`src/common/tc8_pkg.sv`:
```
// Package with register map, field layout, mode codes and reset values
package tc8_pkg;
  localparam int          TC8_W          = 8;
  localparam logic [4:0]  TC8_ADDR_CTRL  = 5'h00;
  localparam logic [4:0]  TC8_ADDR_COUNT = 5'h04;
  localparam logic [4:0]  TC8_ADDR_CMP   = 5'h08;
  localparam logic [4:0]  TC8_ADDR_FLAG  = 5'h0c;
  localparam logic [4:0]  TC8_ADDR_MASK  = 5'h10;
  localparam logic [4:0]  TC8_ADDR_STAT  = 5'h14;
  // Control word fields
  localparam int          TC8_CS_LSB     = 0;
  localparam int          TC8_WGM_LSB    = 3;
  localparam int          TC8_COM_LSB    = 5;
  localparam int          TC8_FORCE_BIT  = 7;
  // Flag and mask bit positions
  localparam int          TC8_OVF_BIT    = 0;
  localparam int          TC8_CMP_BIT    = 1;
  // Waveform modes
  localparam logic [1:0]  TC8_WGM_NORMAL = 2'h0;
  localparam logic [1:0]  TC8_WGM_PHASE  = 2'h1;
  localparam logic [1:0]  TC8_WGM_CTC    = 2'h2;
  localparam logic [1:0]  TC8_WGM_FAST   = 2'h3;
  // Clock select codes
  localparam logic [2:0]  TC8_CS_STOP    = 3'h0;
  localparam logic [2:0]  TC8_CS_DIV1    = 3'h1;
  localparam logic [2:0]  TC8_CS_DIV8    = 3'h2;
  localparam logic [2:0]  TC8_CS_DIV64   = 3'h3;
  localparam logic [2:0]  TC8_CS_DIV256  = 3'h4;
  localparam logic [2:0]  TC8_CS_DIV1024 = 3'h5;
  localparam logic [2:0]  TC8_CS_EXTFALL = 3'h6;
  localparam logic [2:0]  TC8_CS_EXTRISE = 3'h7;
  // Prescaler tap widths (divide by two to the power of the width)
  localparam int          TC8_PSC_W      = 10;
  localparam int          TC8_TAP8       = 3;
  localparam int          TC8_TAP64      = 6;
  localparam int          TC8_TAP256     = 8;
  localparam int          TC8_TAP1024    = 10;
  // Compare output actions
  localparam logic [1:0]  TC8_COM_OFF    = 2'h0;
  localparam logic [1:0]  TC8_COM_TOGGLE = 2'h1;
  localparam logic [1:0]  TC8_COM_CLEAR  = 2'h2;
  localparam logic [1:0]  TC8_COM_SET    = 2'h3;
  // Limits and reset values
  localparam logic [7:0]  TC8_BOTTOM     = 8'h00;
  localparam logic [7:0]  TC8_MAX        = 8'hff;
  localparam logic [7:0]  TC8_RST_BYTE   = 8'h00;
  localparam logic [1:0]  TC8_RESP_OKAY  = 2'h0;
  localparam logic [1:0]  TC8_RESP_SLV   = 2'h2;

  typedef struct packed {
    logic [1:0] com;
    logic [1:0] wgm;
    logic [2:0] cs;
  } tc8_ctrl_s;
endpackage

```
`src/rtl/tc8_timer.sv`:
```
// Eight-bit timer/counter with one compare channel behind AXI4-Lite
// Function
// - Counter and compare value are each eight bits wide.
// - Requests appear as flags in flag register, masked per bit by mask register.
// - Clock select picks prescaled clock or external pin edge as timer clock.
// - Clock select zero stops counter: no count, clear or flag activity.
// - Software may read and write the counter at any time.
// - A software counter write beats any same-cycle count or clear.
// - Bottom indication at 0x00, maximum indication at 0xff.
// - Top is 0xff or the compare value, depending on mode.
// - Each timer clock clears, increments or decrements per waveform mode.
// - Counting steps by exactly one; clear forces all bits zero.
// - Overflow flag set per mode and can raise an interrupt.
// - Equality sets the compare flag at the next timer clock.
// - Compare interrupt needs its enable bit and global enable.
// - Compare flag clears on interrupt execution or a written one.
// - Compare value double-buffered in PWM modes only.
// - Buffered value moves to active register only at top or bottom.
// - Software compare access hits buffer when buffered, else active register.
// - Force strobe in non-PWM modes acts on output state like a match.
// - Forced compare sets no flag and never clears or reloads counter.
// - Counter write blocks compare match in the next timer clock.
// - Output state kept across mode changes; output mode takes effect at once.
// - Mode zero counts up wrapping 0xff to 0x00; mode two clears on match.
// - Clear-on-match mode zeroes the counter at equality with compare value.
// - Normal mode sets overflow in the timer clock the counter becomes zero.
// - Output mode zero takes no action on output state at a match.
//
// Decided for this implementation: the address map and the AXI4-Lite slave port.
`timescale 1ns/1ps
module tc8_timer (
  input  wire logic        CLK,
  input  wire logic        RESET,
  input  wire logic [4:0]  S_AXI_AWADDR,
  input  wire logic        S_AXI_AWVALID,
  output logic             S_AXI_AWREADY,
  input  wire logic [31:0] S_AXI_WDATA,
  input  wire logic [3:0]  S_AXI_WSTRB,
  input  wire logic        S_AXI_WVALID,
  output logic             S_AXI_WREADY,
  output logic [1:0]       S_AXI_BRESP,
  output logic             S_AXI_BVALID,
  input  wire logic        S_AXI_BREADY,
  input  wire logic [4:0]  S_AXI_ARADDR,
  input  wire logic        S_AXI_ARVALID,
  output logic             S_AXI_ARREADY,
  output logic [31:0]      S_AXI_RDATA,
  output logic [1:0]       S_AXI_RRESP,
  output logic             S_AXI_RVALID,
  input  wire logic        S_AXI_RREADY,
  input  wire logic        EXTERNAL_COUNT_PIN,
  input  wire logic        GLOBAL_INT_EN,
  input  wire logic        OVF_INT_ACK,
  input  wire logic        CMP_INT_ACK,
  output logic             OVF_IRQ,
  output logic             CMP_IRQ,
  output logic             COMPARE_OUTPUT_STATE
);
  tc8_pkg::tc8_ctrl_s ctrl_r;
  logic [7:0]         cnt_r;
  logic [7:0]         cnt_nxt;
  logic [7:0]         ocr_r;
  logic [7:0]         ocr_nxt;
  logic [7:0]         buf_r;
  logic               dir_down_r;
  logic               dir_down_nxt;
  logic               oc_r;
  logic               oc_nxt;
  logic               block_r;
  logic               ovf_flag_r;
  logic               cmp_flag_r;
  logic               ovf_ie_r;
  logic               cmp_ie_r;
  logic               ovf_set;
  logic               cmp_set;
  logic [9:0]         psc_r;
  logic               ext_prev_r;
  logic               tick;
  logic               match;
  logic               pwm;
  logic               at_bottom;
  logic               at_max;
  logic [4:0]         awaddr_r;
  logic [7:0]         wdata_r;
  logic               wstrb0_r;
  logic               do_write;
  logic               wr_byte;
  logic               wr_count;
  logic               wr_cmp;
  logic               wr_ctrl;
  logic               wr_flag;
  logic               force_cmp;
  logic               addr_ok_w;
  logic [7:0]         rd_byte;
  logic               rd_ok;

  // Action a match applies to the output state
  function automatic logic com_act(input logic [1:0] com,
                                   input logic       cur,
                                   input logic       inv);
    logic r;
    r = cur;
    case (com)
      tc8_pkg::TC8_COM_TOGGLE: r = ~cur;
      tc8_pkg::TC8_COM_CLEAR:  r = inv;
      tc8_pkg::TC8_COM_SET:    r = ~inv;
      default:                 r = cur;
    endcase
    return r;
  endfunction

  // Write channel: address and data taken in either order
  assign do_write  = !S_AXI_AWREADY && !S_AXI_WREADY && !S_AXI_BVALID;
  assign wr_byte   = do_write && wstrb0_r;
  assign wr_ctrl   = wr_byte && awaddr_r == tc8_pkg::TC8_ADDR_CTRL;
  assign wr_count  = wr_byte && awaddr_r == tc8_pkg::TC8_ADDR_COUNT;
  assign wr_cmp    = wr_byte && awaddr_r == tc8_pkg::TC8_ADDR_CMP;
  assign wr_flag   = wr_byte && awaddr_r == tc8_pkg::TC8_ADDR_FLAG;
  assign force_cmp = wr_ctrl && wdata_r[tc8_pkg::TC8_FORCE_BIT];
  assign addr_ok_w = awaddr_r <= tc8_pkg::TC8_ADDR_MASK;

  always_ff @(posedge CLK or posedge RESET) begin
    if (RESET) begin
      S_AXI_AWREADY <= 1'b1;
      S_AXI_WREADY  <= 1'b1;
      S_AXI_BVALID  <= 1'b0;
      S_AXI_BRESP   <= tc8_pkg::TC8_RESP_OKAY;
      awaddr_r      <= 5'h00;
      wdata_r       <= tc8_pkg::TC8_RST_BYTE;
      wstrb0_r      <= 1'b0;
    end else begin
      if (S_AXI_AWVALID && S_AXI_AWREADY) begin
        S_AXI_AWREADY <= 1'b0;
        awaddr_r      <= {S_AXI_AWADDR[4:2], 2'h0};
      end
      if (S_AXI_WVALID && S_AXI_WREADY) begin
        S_AXI_WREADY <= 1'b0;
        wdata_r      <= S_AXI_WDATA[7:0];
        wstrb0_r     <= S_AXI_WSTRB[0];
      end
      if (do_write) begin
        S_AXI_BVALID <= 1'b1;
        S_AXI_BRESP  <= addr_ok_w ? tc8_pkg::TC8_RESP_OKAY
                                  : tc8_pkg::TC8_RESP_SLV;
      end
      if (S_AXI_BVALID && S_AXI_BREADY) begin
        S_AXI_BVALID  <= 1'b0;
        S_AXI_AWREADY <= 1'b1;
        S_AXI_WREADY  <= 1'b1;
      end
    end
  end

  // Read channel, one cycle from address to data
  always_comb begin
    rd_byte = 8'h00;
    rd_ok   = 1'b1;
    case ({S_AXI_ARADDR[4:2], 2'h0})
      tc8_pkg::TC8_ADDR_CTRL:  rd_byte = {1'b0, ctrl_r};
      tc8_pkg::TC8_ADDR_COUNT: rd_byte = cnt_r;
      tc8_pkg::TC8_ADDR_CMP:   rd_byte = pwm ? buf_r : ocr_r;
      tc8_pkg::TC8_ADDR_FLAG:  rd_byte = {6'h00, cmp_flag_r, ovf_flag_r};
      tc8_pkg::TC8_ADDR_MASK:  rd_byte = {6'h00, cmp_ie_r, ovf_ie_r};
      tc8_pkg::TC8_ADDR_STAT:  rd_byte = {5'h00, dir_down_r, at_max,
                                          at_bottom};
      default:                 rd_ok   = 1'b0;
    endcase
  end

  always_ff @(posedge CLK or posedge RESET) begin
    if (RESET) begin
      S_AXI_ARREADY <= 1'b1;
      S_AXI_RVALID  <= 1'b0;
      S_AXI_RDATA   <= 32'h00000000;
      S_AXI_RRESP   <= tc8_pkg::TC8_RESP_OKAY;
    end else if (S_AXI_ARVALID && S_AXI_ARREADY) begin
      S_AXI_ARREADY <= 1'b0;
      S_AXI_RVALID  <= 1'b1;
      S_AXI_RDATA   <= {24'h000000, rd_byte};
      S_AXI_RRESP   <= rd_ok ? tc8_pkg::TC8_RESP_OKAY : tc8_pkg::TC8_RESP_SLV;
    end else if (S_AXI_RVALID && S_AXI_RREADY) begin
      S_AXI_RVALID  <= 1'b0;
      S_AXI_ARREADY <= 1'b1;
    end
  end

  // Timer clock generation
  always_ff @(posedge CLK or posedge RESET) begin
    if (RESET) begin
      psc_r      <= 10'h000;
      ext_prev_r <= 1'b0;
    end else begin
      psc_r      <= (ctrl_r.cs == tc8_pkg::TC8_CS_STOP) ? 10'h000
                                                        : psc_r + 10'h001;
      ext_prev_r <= EXTERNAL_COUNT_PIN;
    end
  end

  always_comb begin
    case (ctrl_r.cs)
      tc8_pkg::TC8_CS_DIV1:    tick = 1'b1;
      tc8_pkg::TC8_CS_DIV8:    tick = &psc_r[tc8_pkg::TC8_TAP8-1:0];
      tc8_pkg::TC8_CS_DIV64:   tick = &psc_r[tc8_pkg::TC8_TAP64-1:0];
      tc8_pkg::TC8_CS_DIV256:  tick = &psc_r[tc8_pkg::TC8_TAP256-1:0];
      tc8_pkg::TC8_CS_DIV1024: tick = &psc_r[tc8_pkg::TC8_TAP1024-1:0];
      tc8_pkg::TC8_CS_EXTFALL: tick = ext_prev_r & ~EXTERNAL_COUNT_PIN;
      tc8_pkg::TC8_CS_EXTRISE: tick = ~ext_prev_r & EXTERNAL_COUNT_PIN;
      default:                 tick = 1'b0;
    endcase
  end

  assign pwm       = ctrl_r.wgm == tc8_pkg::TC8_WGM_FAST ||
                     ctrl_r.wgm == tc8_pkg::TC8_WGM_PHASE;
  assign match     = (cnt_r == ocr_r) && !block_r;
  assign at_bottom = cnt_r == tc8_pkg::TC8_BOTTOM;
  assign at_max    = cnt_r == tc8_pkg::TC8_MAX;

  // Counter sequence, compare and output state
  always_comb begin
    cnt_nxt      = cnt_r;
    dir_down_nxt = dir_down_r;
    ocr_nxt      = ocr_r;
    oc_nxt       = oc_r;
    ovf_set      = 1'b0;
    cmp_set      = 1'b0;
    if (tick) begin
      case (ctrl_r.wgm)
        tc8_pkg::TC8_WGM_NORMAL: begin
          cnt_nxt = 8'(cnt_r + 8'h01);
          ovf_set = at_max;
        end
        tc8_pkg::TC8_WGM_CTC: begin
          cnt_nxt = match ? tc8_pkg::TC8_BOTTOM : 8'(cnt_r + 8'h01);
          ovf_set = at_max && !match;
        end
        tc8_pkg::TC8_WGM_FAST: begin
          cnt_nxt = 8'(cnt_r + 8'h01);
          ovf_set = at_max;
          if (at_max) begin
            ocr_nxt = buf_r;
          end
        end
        tc8_pkg::TC8_WGM_PHASE: begin
          if (!dir_down_r) begin
            cnt_nxt      = at_max ? 8'(cnt_r - 8'h01) : 8'(cnt_r + 8'h01);
            dir_down_nxt = at_max;
            if (at_max) begin
              ocr_nxt = buf_r;
            end
          end else begin
            cnt_nxt      = at_bottom ? 8'(cnt_r + 8'h01) : 8'(cnt_r - 8'h01);
            dir_down_nxt = !at_bottom;
            ovf_set      = at_bottom;
          end
        end
        default: cnt_nxt = cnt_r;
      endcase
      if (match) begin
        cmp_set = 1'b1;
        oc_nxt  = com_act(ctrl_r.com, oc_r,
                          ctrl_r.wgm == tc8_pkg::TC8_WGM_PHASE &&
                          dir_down_r);
      end
      if (ctrl_r.wgm == tc8_pkg::TC8_WGM_FAST && at_max &&
          ctrl_r.com[1]) begin
        oc_nxt = ~ctrl_r.com[0];
      end
    end
    if (force_cmp && !pwm) begin
      oc_nxt = com_act(ctrl_r.com, oc_nxt, 1'b0);
    end
    if (wr_count) begin
      cnt_nxt = wdata_r;
    end
    if (wr_cmp && !pwm) begin
      ocr_nxt = wdata_r;
    end
  end

  always_ff @(posedge CLK or posedge RESET) begin
    if (RESET) begin
      cnt_r      <= tc8_pkg::TC8_RST_BYTE;
      ocr_r      <= tc8_pkg::TC8_RST_BYTE;
      buf_r      <= tc8_pkg::TC8_RST_BYTE;
      dir_down_r <= 1'b0;
      oc_r       <= 1'b0;
      block_r    <= 1'b0;
    end else begin
      cnt_r      <= cnt_nxt;
      ocr_r      <= ocr_nxt;
      dir_down_r <= dir_down_nxt;
      oc_r       <= oc_nxt;
      if (wr_cmp) begin
        buf_r <= wdata_r;
      end
      if (wr_count) begin
        block_r <= 1'b1;
      end else if (tick) begin
        block_r <= 1'b0;
      end
    end
  end

  // Control and mask registers
  always_ff @(posedge CLK or posedge RESET) begin
    if (RESET) begin
      ctrl_r   <= '0;
      ovf_ie_r <= 1'b0;
      cmp_ie_r <= 1'b0;
    end else begin
      if (wr_ctrl) begin
        ctrl_r <= wdata_r[6:0];
      end
      if (wr_byte && awaddr_r == tc8_pkg::TC8_ADDR_MASK) begin
        ovf_ie_r <= wdata_r[tc8_pkg::TC8_OVF_BIT];
        cmp_ie_r <= wdata_r[tc8_pkg::TC8_CMP_BIT];
      end
    end
  end

  // Hardware set wins over software or acknowledge clear
  always_ff @(posedge CLK or posedge RESET) begin
    if (RESET) begin
      ovf_flag_r <= 1'b0;
      cmp_flag_r <= 1'b0;
    end else begin
      if (ovf_set) begin
        ovf_flag_r <= 1'b1;
      end else if (OVF_INT_ACK ||
                   (wr_flag && wdata_r[tc8_pkg::TC8_OVF_BIT])) begin
        ovf_flag_r <= 1'b0;
      end
      if (cmp_set) begin
        cmp_flag_r <= 1'b1;
      end else if (CMP_INT_ACK ||
                   (wr_flag && wdata_r[tc8_pkg::TC8_CMP_BIT])) begin
        cmp_flag_r <= 1'b0;
      end
    end
  end

  always_ff @(posedge CLK or posedge RESET) begin
    if (RESET) begin
      OVF_IRQ              <= 1'b0;
      CMP_IRQ              <= 1'b0;
      COMPARE_OUTPUT_STATE <= 1'b0;
    end else begin
      OVF_IRQ              <= ovf_flag_r && ovf_ie_r && GLOBAL_INT_EN;
      CMP_IRQ              <= cmp_flag_r && cmp_ie_r && GLOBAL_INT_EN;
      COMPARE_OUTPUT_STATE <= oc_r;
    end
  end
endmodule

```
`config.mk`:
```
export PLATFORM = sky130hd
export DESIGN_NAME = tc8_timer
export DESIGN_NICKNAME = d
export VERILOG_FILES = /design/src/common/tc8_pkg.sv /design/src/rtl/tc8_timer.sv
export SDC_FILE = /design/constraint.sdc
export NUM_CORES = 1
export LEC_CHECK = 0
export ABC_AREA = 1
export BUFFER_PORTS_ARGS = -buffer_cell sky130_fd_sc_hd__buf_2
export CAP_MARGIN = 20
export CORE_ASPECT_RATIO = 0.75
export CORE_MARGIN = 3
export CORE_UTILIZATION = 37
export DETAILED_ROUTE_END_ITERATION = 10
export MAX_ROUTING_LAYER = met4
export SYNTH_ARGS = -nofsm -noshare
export SYNTH_HDL_FRONTEND = slang
export SYNTH_SLANG_ARGS = --single-unit
export TNS_END_PERCENT = 10
```
`constraint.sdc`:
```
create_clock -name CLK -period 6.25 [get_ports CLK]
set_clock_uncertainty 0.15 [all_clocks]
set_input_delay 0 -clock CLK [delete_from_list [all_inputs] [get_ports CLK]]
set_output_delay 0 -clock CLK [all_outputs]
set_load 0.05 [all_outputs]
```
==> results of run 1 <==
==> layout make-up <==
class	instances	area share
flip-flops and latches	79	0.351
multi-input cells	459	0.406
well taps	166	0.0368
inverters	84	0.0560
clock inverters	7	0.0224
clock buffers	9	0.0399
repair buffers	70	0.0886
==> registers in the layout (all words and copies together), names as in the netlist, 3 cells and up <==
signal	cells
psc_r	10
cnt_r	8
ocr_r	8
ctrl_r	7
S_AXI_RDATA	8
wdata_r	8
buf_r	8
awaddr_r	3
==> layer usage <==
metal / global-route usage / vias up
met2: 0.247 / 130
met4: 0.0399 / 0
met1: 0.277 / 2034
li1: - / 2112
met3: 0.0377 / 15
met5: - / -
==> worst max-delay path, cell delays in order, from the launching register on <==
cell     delay [ns]
dfrtp_1        0.38
inv_1          0.09
ha_1           0.29
nor2_2         0.54
inv_1          0.24
o21ai_0        0.38
o21ai_0        0.15
nor3_1         0.26
o21ai_0        0.12
==> power groups by stage <==
| stage | clock, W | sequential [W] | combinational, W |
|---|---|---|---|
| after floorplan | 0 | 0.000899 | 0.000744 |
| after global placement | 0 | 0.000847 | 0.00103 |
| after detailed placement | 0 | 0.000855 | 0.00104 |
| after CTS | 0.000633 | 0.000847 | 0.00107 |
| after global routing | 0.000656 | 0.000872 | 0.00120 |
| final | 0.000623 | 0.000851 | 0.00107 |
==> cells in the final DEF (no fill, tap or decap), types with 10 or more instances in the layout <==
| cell | count |
|---|---|
| a21oi_1 | 30 |
| buf_2 | 43 |
| conb_1 | 26 |
| dfrtp_1 | 76 |
| dlygate4sd3_1 | 25 |
| inv_1 | 78 |
| nand2_1 | 179 |
| nand3_1 | 25 |
| nor2_1 | 53 |
| o21ai_0 | 47 |
| o21ai_1 | 10 |
==> cell usage after synthesis, drive strengths merged, types with 2 or more instances <==
master  count
o221ai      4
nor3b       4
buf        36
nand2     189
and3        2
o21ai      61
dfrtp      76
nor2       61
dfstp       3
o31ai       2
o211ai      2
nand4       4
o22ai       5
nor4        2
xor2        6
a21oi      30
ha          8
nor3       11
mux2        8
inv        84
clkbuf      3
nand3      28
==> timing repair <==
| item | CTS | global route |
|---|---|---|
| hold buffers | 25 | 0 |
| endpoints found under the setup margin | 0 | 0 |
| endpoints found under the hold margin | 100 | 0 |
==> worst paths after layout <==
check | cells past startpoint | to
max in group asynchronous | 5 | S_AXI_WREADY$_DFFE_PP1P_
min in group CLK | 3 | S_AXI_RVALID$_DFFE_PP0P_
worst max-delay path | 8 | S_AXI_RDATA[1]$_DFFE_PP0P_
worst min register to register | 0 | COMPARE_OUTPUT_STATE$_DFF_PP0_
worst max register to register | 8 | S_AXI_RDATA[1]$_DFFE_PP0P_
worst min-delay path | 4 | COMPARE_OUTPUT_STATE$_DFF_PP0_
==> logic make-up after synthesis <==
family,share of synthesized area
and+or+nand+nor,0.281
other,0.000787
muxes,0.0210
xor gates and xnor gates,0.0129
buffers and inverters,0.123
DFF,0.415
adders and majority gates,0.0210
AOI/OAI and AO/OA,0.125
==> metrics by stage <==
step,utilization,instances
floorplan,-,661
global placement,0.404,832
detailed placement,0.404,832
CTS,0.452,873
global route,0.454,874
finish,0.454,874
==> impl_metrics.yaml, run 1 <==
placed_design:
  io_buffers: 43
  routabilityCongestion: 0.927
  dp_hpwl_um: 8980
  placed_cell_area_um2: 5020
  place_ws_ns: 3.59
pwr:
  comb_power_share: 0.421
  power_w: 0.00255
  power.switching_w: 0.00116
  p_int_w: 0.00139
  p_leak_nw: 2.91
  p_sw_frac: 0.454
  p_clk_frac: 0.245
  p_per_area_nw_per_um2: 451
  ir_worst_vdd_v: 0.000294
  seq_power_share: 0.334
detailed_routing:
  vias_per_cell: 4.91
  final_antenna_net_count: 0
  wl_met2_um: 5080
  firstDrtPassIters: 5
  dr.max_layer_used: "met4"
  wl_met1_um: 6380
  first_iter_violations: 324
  drcViolationCount: 0
  detail_route.wl_per_cell_um: 14.1
  wl_met3_um: 694
  routed_wirelength_um: 12300
  vias: 4291
floorplan:
  die_h_um: 104
  core_um2: 12400
  die_w_um: 137
  placementRows: 35
  die_area_um2: 14300
  start_util: 0.383
  io_pins: 101
finish:
  multiInputGateArea_um2: 2290
  final_nets: 768
  post-route-cell-area_um2: 5650
  area_delta_synth_final_pct: 18.5
  register_area_um2: 1980
  diodes: 0
  drive_gt1_frac: 0.150
  fillers: 1242
worst_setup_path:
  required_ns: 6.31
  startpoint_type: "flip-flop"
  worstSetupPathType: "flip-flop to flip-flop"
  critPathMaxFanout: 13
  cp.arrival_ns: 2.80
  setup.worst_path.start: "ctrl_r[4]$_DFFE_PP0P_"
  end_kind: "flip-flop"
  r2r_slack_ns: 3.51
  r2r_start: "ctrl_r[4]$_DFFE_PP0P_"
yosys:
  yosysTopAreaCellShare: 0.399
  synthTopCellsByArea: "dfrtp_1 (40%), nand2_1 (14%), inv_1 (6.2%)"
  ys_types: 44
  synth_warnings: 0
  async_flop_share: 1.00
  syn_inst: 636
  syn_area_um2: 4770
  synth_edf_count: 0
  ys_seq_elements: 79
  synthFlopType: "dfrtp_1"
  ys_seq_area_frac: 0.415
  yosysTopAreaCell: "dfrtp_1"
  synth.avg_cell_area_um2: 7.50
worst_hold_path:
  min_path_type: "input pin to async pin"
sta:
  clock.fmax_mhz: 364
  rsz0062_at_grt: "no"
  max-slew-margin-rel: 0.577
  hold_viol_final: 0
  timing.hold.ws_ns: 0.0132
  slew_viol_final: 0
  setup_slack_ns: 3.51
  layout_min_cycle_time_ns: 2.74
  max_slew.worst_pin.slew_ns: 0.631
  tns_ns: 0
  fin_crit_sh: 0.439
  setup_violations: 0
clock_tree:
  root_buffer: "clkbuf_16"
  cts_buffers: 9
  htreeDepth: 3
  cts_setup_buffers: 0
  clk_pin_slew_ns: 0.07
  clock_latency_ns: 0.34
  cts_resized: 0
  clk_path_buf_depth: 2
  cts_tree: "done"
  cts_sinks: 79
global_route:
  grt_pass1_vias: 3898
  antenna_found_initial: 0
  grt_max_degree: 80
  overflow: 0
  groute.usage.overall: 0.182
  grt_pass1_wl_um: 19800
run_status:
  status: "completed"
flow_run:
  cap_violations: 0
(Power assumes the default switching activity.)
==> run 2, diff against run 1 <==
clock period = 2.3 ns   (was 6.25 ns; I/O delays follow)
==> run 2 against run 1 <==
Net effect: final cell count grew 0.92%; critical path depth grew 5; global-route usage grew 0.50 points; routed wire length grew 1.7%; cell area shrank 0.16%; hold slack gained 0.035 ns; first-iteration DRC count shrank 1.2%; clock power grew 130%; die area is the same; worst setup slack lost 3.3 ns; total power grew to 2.7 times the previous value; critical endpoint is now cnt_r[7]$_DFFE_PP0P_.
==> impl_metrics.yaml, run 2 (synthesis gave the netlist of run 1 again) <==
worst_setup_path:
  cp.arrival_ns: 2.20
  crit_top_cell: "nand2_1"
  startpoint_type: "flip-flop"
  r2r_cells: 13
  worstSetupPathType: "flip-flop to flip-flop"
  crit_path_max_incr_delay_ns: 0.45
  critPathMaxFanout: 5
  crit_slowest_cell: "dfrtp_1"
  end_kind: "flip-flop"
  cp_cell_sequence: "ha_1 > and3_1 > nand2_2 > nand2_2 > nand2_4 > nand2_2 > nand2_2 > nand2_1 > nand2_1 > nand2_1 > nand2_1 > nand2_1 > nand2_1"
  required_ns: 2.43
flow_run:
  cap_violations: 0
sta:
  max-slew-margin-rel: 0.555
  fin_crit_sh: 0.899
  clock.fmax_mhz: 484
  rsz0062_at_grt: "no"
  slew_viol_final: 0
  hold_viol_final: 0
  max_slew.worst_pin.slew_ns: 0.664
  tns_ns: 0
  layout_min_cycle_time_ns: 2.07
  setup_violations: 0
pwr:
  p_sw_frac: 0.467
  p_int_w: 0.00360
  ir_worst_vdd_v: 0.000642
  power_w: 0.00676
  power.switching_w: 0.00316
  seq_power_share: 0.343
  comb_power_share: 0.449
  p_clk_frac: 0.209
  p_leak_nw: 2.92
  p_per_area_nw_per_um2: 1200
finish:
  largest_reg_flops: 10
  area_delta_synth_final_pct: 18.3
  final_nets: 776
  final_common_cell: "nand2_1"
  mostFrequentLayoutCells: "nand2_1 (179), inv_1 (78), dfrtp_1 (76)"
  finish.utilization: 0.454
  fillers: 1256
  regMostFlops: "psc_r"
  diodes: 0
  drive_gt1_frac: 0.158
clock_tree:
  clock_latency_ns: 0.34
  htreeDepth: 3
  clk_pin_slew_ns: 0.06
  cts_buffers: 9
  cts_hold_buf: 25
  cts_tree: "done"
  cts_resized: 0
  cts_setup_buffers: 0
  clk_path_buf_depth: 2
  cts_sinks: 79
  root_buffer: "clkbuf_16"
placed_design:
  routabilityCongestion: 0.939
  io_buffers: 43
  dp_hpwl_um: 9250
floorplan:
  io_pins: 101
  start_util: 0.383
  die_h_um: 104
  die_w_um: 137
  core_um2: 12400
  placementRows: 35
  die_area_um2: 14300
global_route:
  grt_max_degree: 80
  antenna_found_initial: 0
  grt_pass1_wl_um: 20400
  overflow: 0
  groute.usage.overall: 0.187
  grt_pass1_vias: 4050
detailed_routing:
  vias_per_cell: 4.80
  vias: 4235
  final_antenna_net_count: 0
  routed_wirelength_um: 12500
  firstDrtPassIters: 5
  first_iter_violations: 320
  detail_route.wl_per_cell_um: 14.2
  drcViolationCount: 0
worst_hold_path:
  min_path_type: "input pin to flip-flop"
  whs_path_depth: 3
run_status:
  status: "completed"
## run 2: power groups by stage
| stage | Clock (W) | Sequential, W | Combinational (W) |
|---|---|---|---|
| finish | 0.00141 | 0.00232 | 0.00303 |
| global route | 0.00151 | 0.00237 | 0.00340 |
| CTS | 0.00144 | 0.00231 | 0.00302 |
| detailed placement | 0 | 0.00234 | 0.00295 |
| global placement | 0 | 0.00233 | 0.00291 |
| floorplan | 0 | 0.00244 | 0.00202 |
## run 2: layout make-up
| type | count | area [um^2] | share of cell area |
|---|---|---|---|
| multi-input combinational | 459 | 2290 | 0.407 |
| clock inverter | 6 | 61.3 | 0.0109 |
| sequential | 79 | 1980 | 0.351 |
| clock buffer | 10 | 229 | 0.0406 |
| inverter | 84 | 317 | 0.0561 |
| tap | 166 | 208 | 0.0368 |
| timing repair buffer | 78 | 553 | 0.0980 |
## run 2: path summary, 6_finish.rpt
path                                 startpoint                              to  slack [ns]
max in group asynchronous                 RESET        S_AXI_WREADY$_DFFE_PP1P_        1.52
hold / removal                    S_AXI_ARVALID        S_AXI_RVALID$_DFFE_PP0P_        0.05
min in group asynchronous                 RESET              psc_r[0]$_DFF_PP0_        0.14
setup reg to reg           cnt_r[0]$_DFFE_PP0P_            cnt_r[7]$_DFFE_PP0P_        0.23
setup / recovery           cnt_r[0]$_DFFE_PP0P_            cnt_r[7]$_DFFE_PP0P_        0.23
hold reg to reg                  oc_r$_DFF_PP0_  COMPARE_OUTPUT_STATE$_DFF_PP0_        0.27
## run 2: worst max-delay path: cells and delay by family (launching register included)
kind | cells | cell delay (ns)
DFF | 1 | 0.45
adders and majority gates | 1 | 0.26
and+or+nand+nor | 12 | 1.15
## run 2: layer usage
layer / vias to the layer above / share of wire / global-route usage
li1: 2126 / - / -
met1: 1952 / 0.50 / 0.275
met2: 140 / 0.41 / 0.249
met3: 17 / 0.082 / 0.0513
met4: 0 / 0.016 / 0.0534
met5: - / 0 / -
## run 2: through the flow
stage / hold slack [ns] / area, um^2 / std cells / setup WS (ns)
after floorplan: -0.119 / 4860 / 661 / 0.132
after global placement: -0.0287 / 5100 / 841 / 0.252
after detailed placement: -0.0238 / 5100 / 841 / 0.250
after CTS: 0.0406 / 5640 / 882 / 0.235
after global routing: 0.134 / 5640 / 882 / 0.0265
final: 0.0484 / 5640 / 882 / 0.233
==> run 3, diff against run 2 <==
PLACE_DENSITY = 0.66   (was unset)
==> run 3 against run 2 <==
Net effect: via count up 0.19%; die area unchanged; final cell count unchanged; critical path depth down 1; maximum frequency down 0.43%; clock-buffer cell count up 1; routed wire length down 1.8%; combinational power down 1%; critical endpoint is now cnt_r[5]$_DFFE_PP0P_; largest cell class unchanged; largest power group unchanged; highest routed layer unchanged.
==> impl_metrics.yaml, run 3 (synthesis gave the netlist of run 1 again) <==
worst_setup_path:
  path_buf_inv: 0
  cp.arrival_ns: 2.20
  worstSetupPathType: "flip-flop to flip-flop"
  startpoint_type: "flip-flop"
  end_kind: "flip-flop"
  critPathMaxFanout: 6
  crit_path_max_incr_delay_ns: 0.50
  required_ns: 2.42
  cp_cell_sequence: "ha_1 > and3_1 > nand2_2 > nand2_2 > nand2_4 > nor2_2 > o21ai_0 > nand2_1 > nand2_1 > nand2_1 > nand2_1 > nand2_1"
  crit_slowest_cell: "dfrtp_1"
  crit_top_cell: "nand2_1"
  cpLargestDelayFamily: "simple AND/OR/NAND/NOR gates"
placed_design:
  dp_hpwl_um: 9080
  routabilityCongestion: 0.975
  placed_cell_area_um2: 5100
  place_ws_ns: 0.262
  io_buffers: 43
sta:
  setup_violations: 0
  hold_viol_final: 0
  fin_crit_sh: 0.903
  rsz0062_at_grt: "no"
  layout_min_cycle_time_ns: 2.08
  clock.fmax_mhz: 482
  max_slew.worst_pin.slew_ns: 0.598
  slew_viol_final: 0
  setup_slack_ns: 0.224
  tns_ns: 0
  max-slew-margin-rel: 0.598
global_route:
  grt_max_degree: 48
  antenna_found_initial: 0
  overflow: 0
  groute.usage.overall: 0.187
  grt_pass1_wl_um: 20400
  grt_pass1_vias: 4033
pwr:
  power_w: 0.00685
  p_int_w: 0.00376
  p_clk_frac: 0.226
  comb_power_share: 0.436
  p_per_area_nw_per_um2: 1210
  power.switching_w: 0.00310
  p_leak_nw: 2.94
  ir_worst_vdd_v: 0.000823
  p_sw_frac: 0.452
  seq_power_share: 0.338
clock_tree:
  htreeDepth: 3
  cts_sinks: 79
  root_buffer: "clkbuf_16"
  cts_buffers: 9
  cts_setup_buffers: 0
  clock_latency_ns: 0.34
  clk_path_buf_depth: 2
  clk_pin_slew_ns: 0.06
  cts_tree: "done"
floorplan:
  die_w_um: 137
  start_util: 0.383
  placementRows: 35
  io_pins: 101
  core_um2: 12400
  die_h_um: 104
  die_area_um2: 14300
finish:
  area_delta_synth_final_pct: 19.2
  final_common_cell: "nand2_1"
  mostFrequentLayoutCells: "nand2_1 (179), inv_1 (78), dfrtp_1 (76)"
  post-route-cell-area_um2: 5680
  final_nets: 776
  diodes: 0
  drive_gt1_frac: 0.158
  regMostFlops: "psc_r"
  largest_reg_flops: 10
detailed_routing:
  vias: 4243
  firstDrtPassIters: 5
  routed_wirelength_um: 12300
  final_antenna_net_count: 0
  vias_per_cell: 4.81
  drcViolationCount: 0
  detail_route.wl_per_cell_um: 13.9
  first_iter_violations: 307
flow_run:
  cap_violations: 0
run_status:
  status: "completed"
worst_hold_path:
  min_path_type: "input pin to flip-flop"
-- run 3: changes by cell type in the layout (fill, tap and decap cells not counted), sizes merged --
| cell | delta |
|---|---|
| clkinv | -3 |
| bufinv | +1 |
| clkbuf | +1 |
| inv | +1 |
-- run 3: power groups by stage --
| stage | registers, W | clock network [W] | logic (W) |
|---|---|---|---|
| after floorplan | 0.00244 | 0 | 0.00202 |
| after global placement | 0.00232 | 0 | 0.00287 |
| after detailed placement | 0.00232 | 0 | 0.00289 |
| after CTS | 0.00230 | 0.00158 | 0.00296 |
| after global routing | 0.00237 | 0.00166 | 0.00338 |
| final | 0.00231 | 0.00155 | 0.00299 |
-- run 3: per-stage QoR --
| step | instances | hold WS [ns] | utilization |
|---|---|---|---|
| 2_1_floorplan | 661 | -0.119 | - |
| 3_3_place_gp | 841 | -0.0829 | 0.410 |
| 3_5_place_dp | 841 | -0.0841 | 0.410 |
| 4_1_cts | 882 | 0.0408 | 0.456 |
| 5_1_grt | 882 | 0.0737 | 0.457 |
| 6_report | 882 | 0.0397 | 0.457 |
-- run 3: worst paths after layout --
path | from | end | slack [ns] | cells past startpoint
min | S_AXI_ARVALID | S_AXI_RDATA[6]$_DFFE_PP0P_ | 0.04 | 4
max in group asynchronous | RESET | S_AXI_AWREADY$_DFFE_PP1P_ | 1.22 | 4
max reg2reg | cnt_r[1]$_DFFE_PP0P_ | cnt_r[5]$_DFFE_PP0P_ | 0.22 | 12
min in group asynchronous | RESET | CMP_IRQ$_DFF_PP0_ | 0.09 | 3
min reg2reg | oc_r$_DFF_PP0_ | COMPARE_OUTPUT_STATE$_DFF_PP0_ | 0.27 | 0
max | cnt_r[1]$_DFFE_PP0P_ | cnt_r[5]$_DFFE_PP0P_ | 0.22 | 12
-- run 3: metal layers --
| metal | track usage | vias up | share of wire |
|---|---|---|---|
| li1 | - | 2134 | - |
| met1 | 0.277 | 1951 | 0.50 |
| met2 | 0.256 | 142 | 0.42 |
| met3 | 0.0435 | 16 | 0.073 |
| met4 | 0.0463 | 0 | 0.012 |
| met5 | - | - | 0 |
-- run 3: area by class of cell --
class / count / area [um^2]
Fill cell: 1244 / 6760
Multi-Input combinational cell: 459 / 2300
Sequential cell: 79 / 1980
Timing Repair Buffer: 78 / 553
Inverter: 84 / 317
Clock buffer: 11 / 243
Tap cell: 166 / 208
Clock inverter: 5 / 81.3
-- run 3: what timing repair did --
action | 4_1_cts | 5_1_grt
hold buffers | 25 | 0
endpoints found under the hold margin | 56 | 0
endpoints found under the setup margin | 0 | 3
gates resized for setup | 0 | 1
-- run 3: worst reg2reg max path, cell delays in order, from the launching register on --
cell,delay (ns)
dfrtp_1,0.50
ha_1,0.24
and3_1,0.18
nand2_2,0.11
nand2_2,0.11
nand2_4,0.08
nor2_2,0.18
o21ai_0,0.14
nand2_1,0.09
nand2_1,0.05
nand2_1,0.08
nand2_1,0.05
nand2_1,0.06
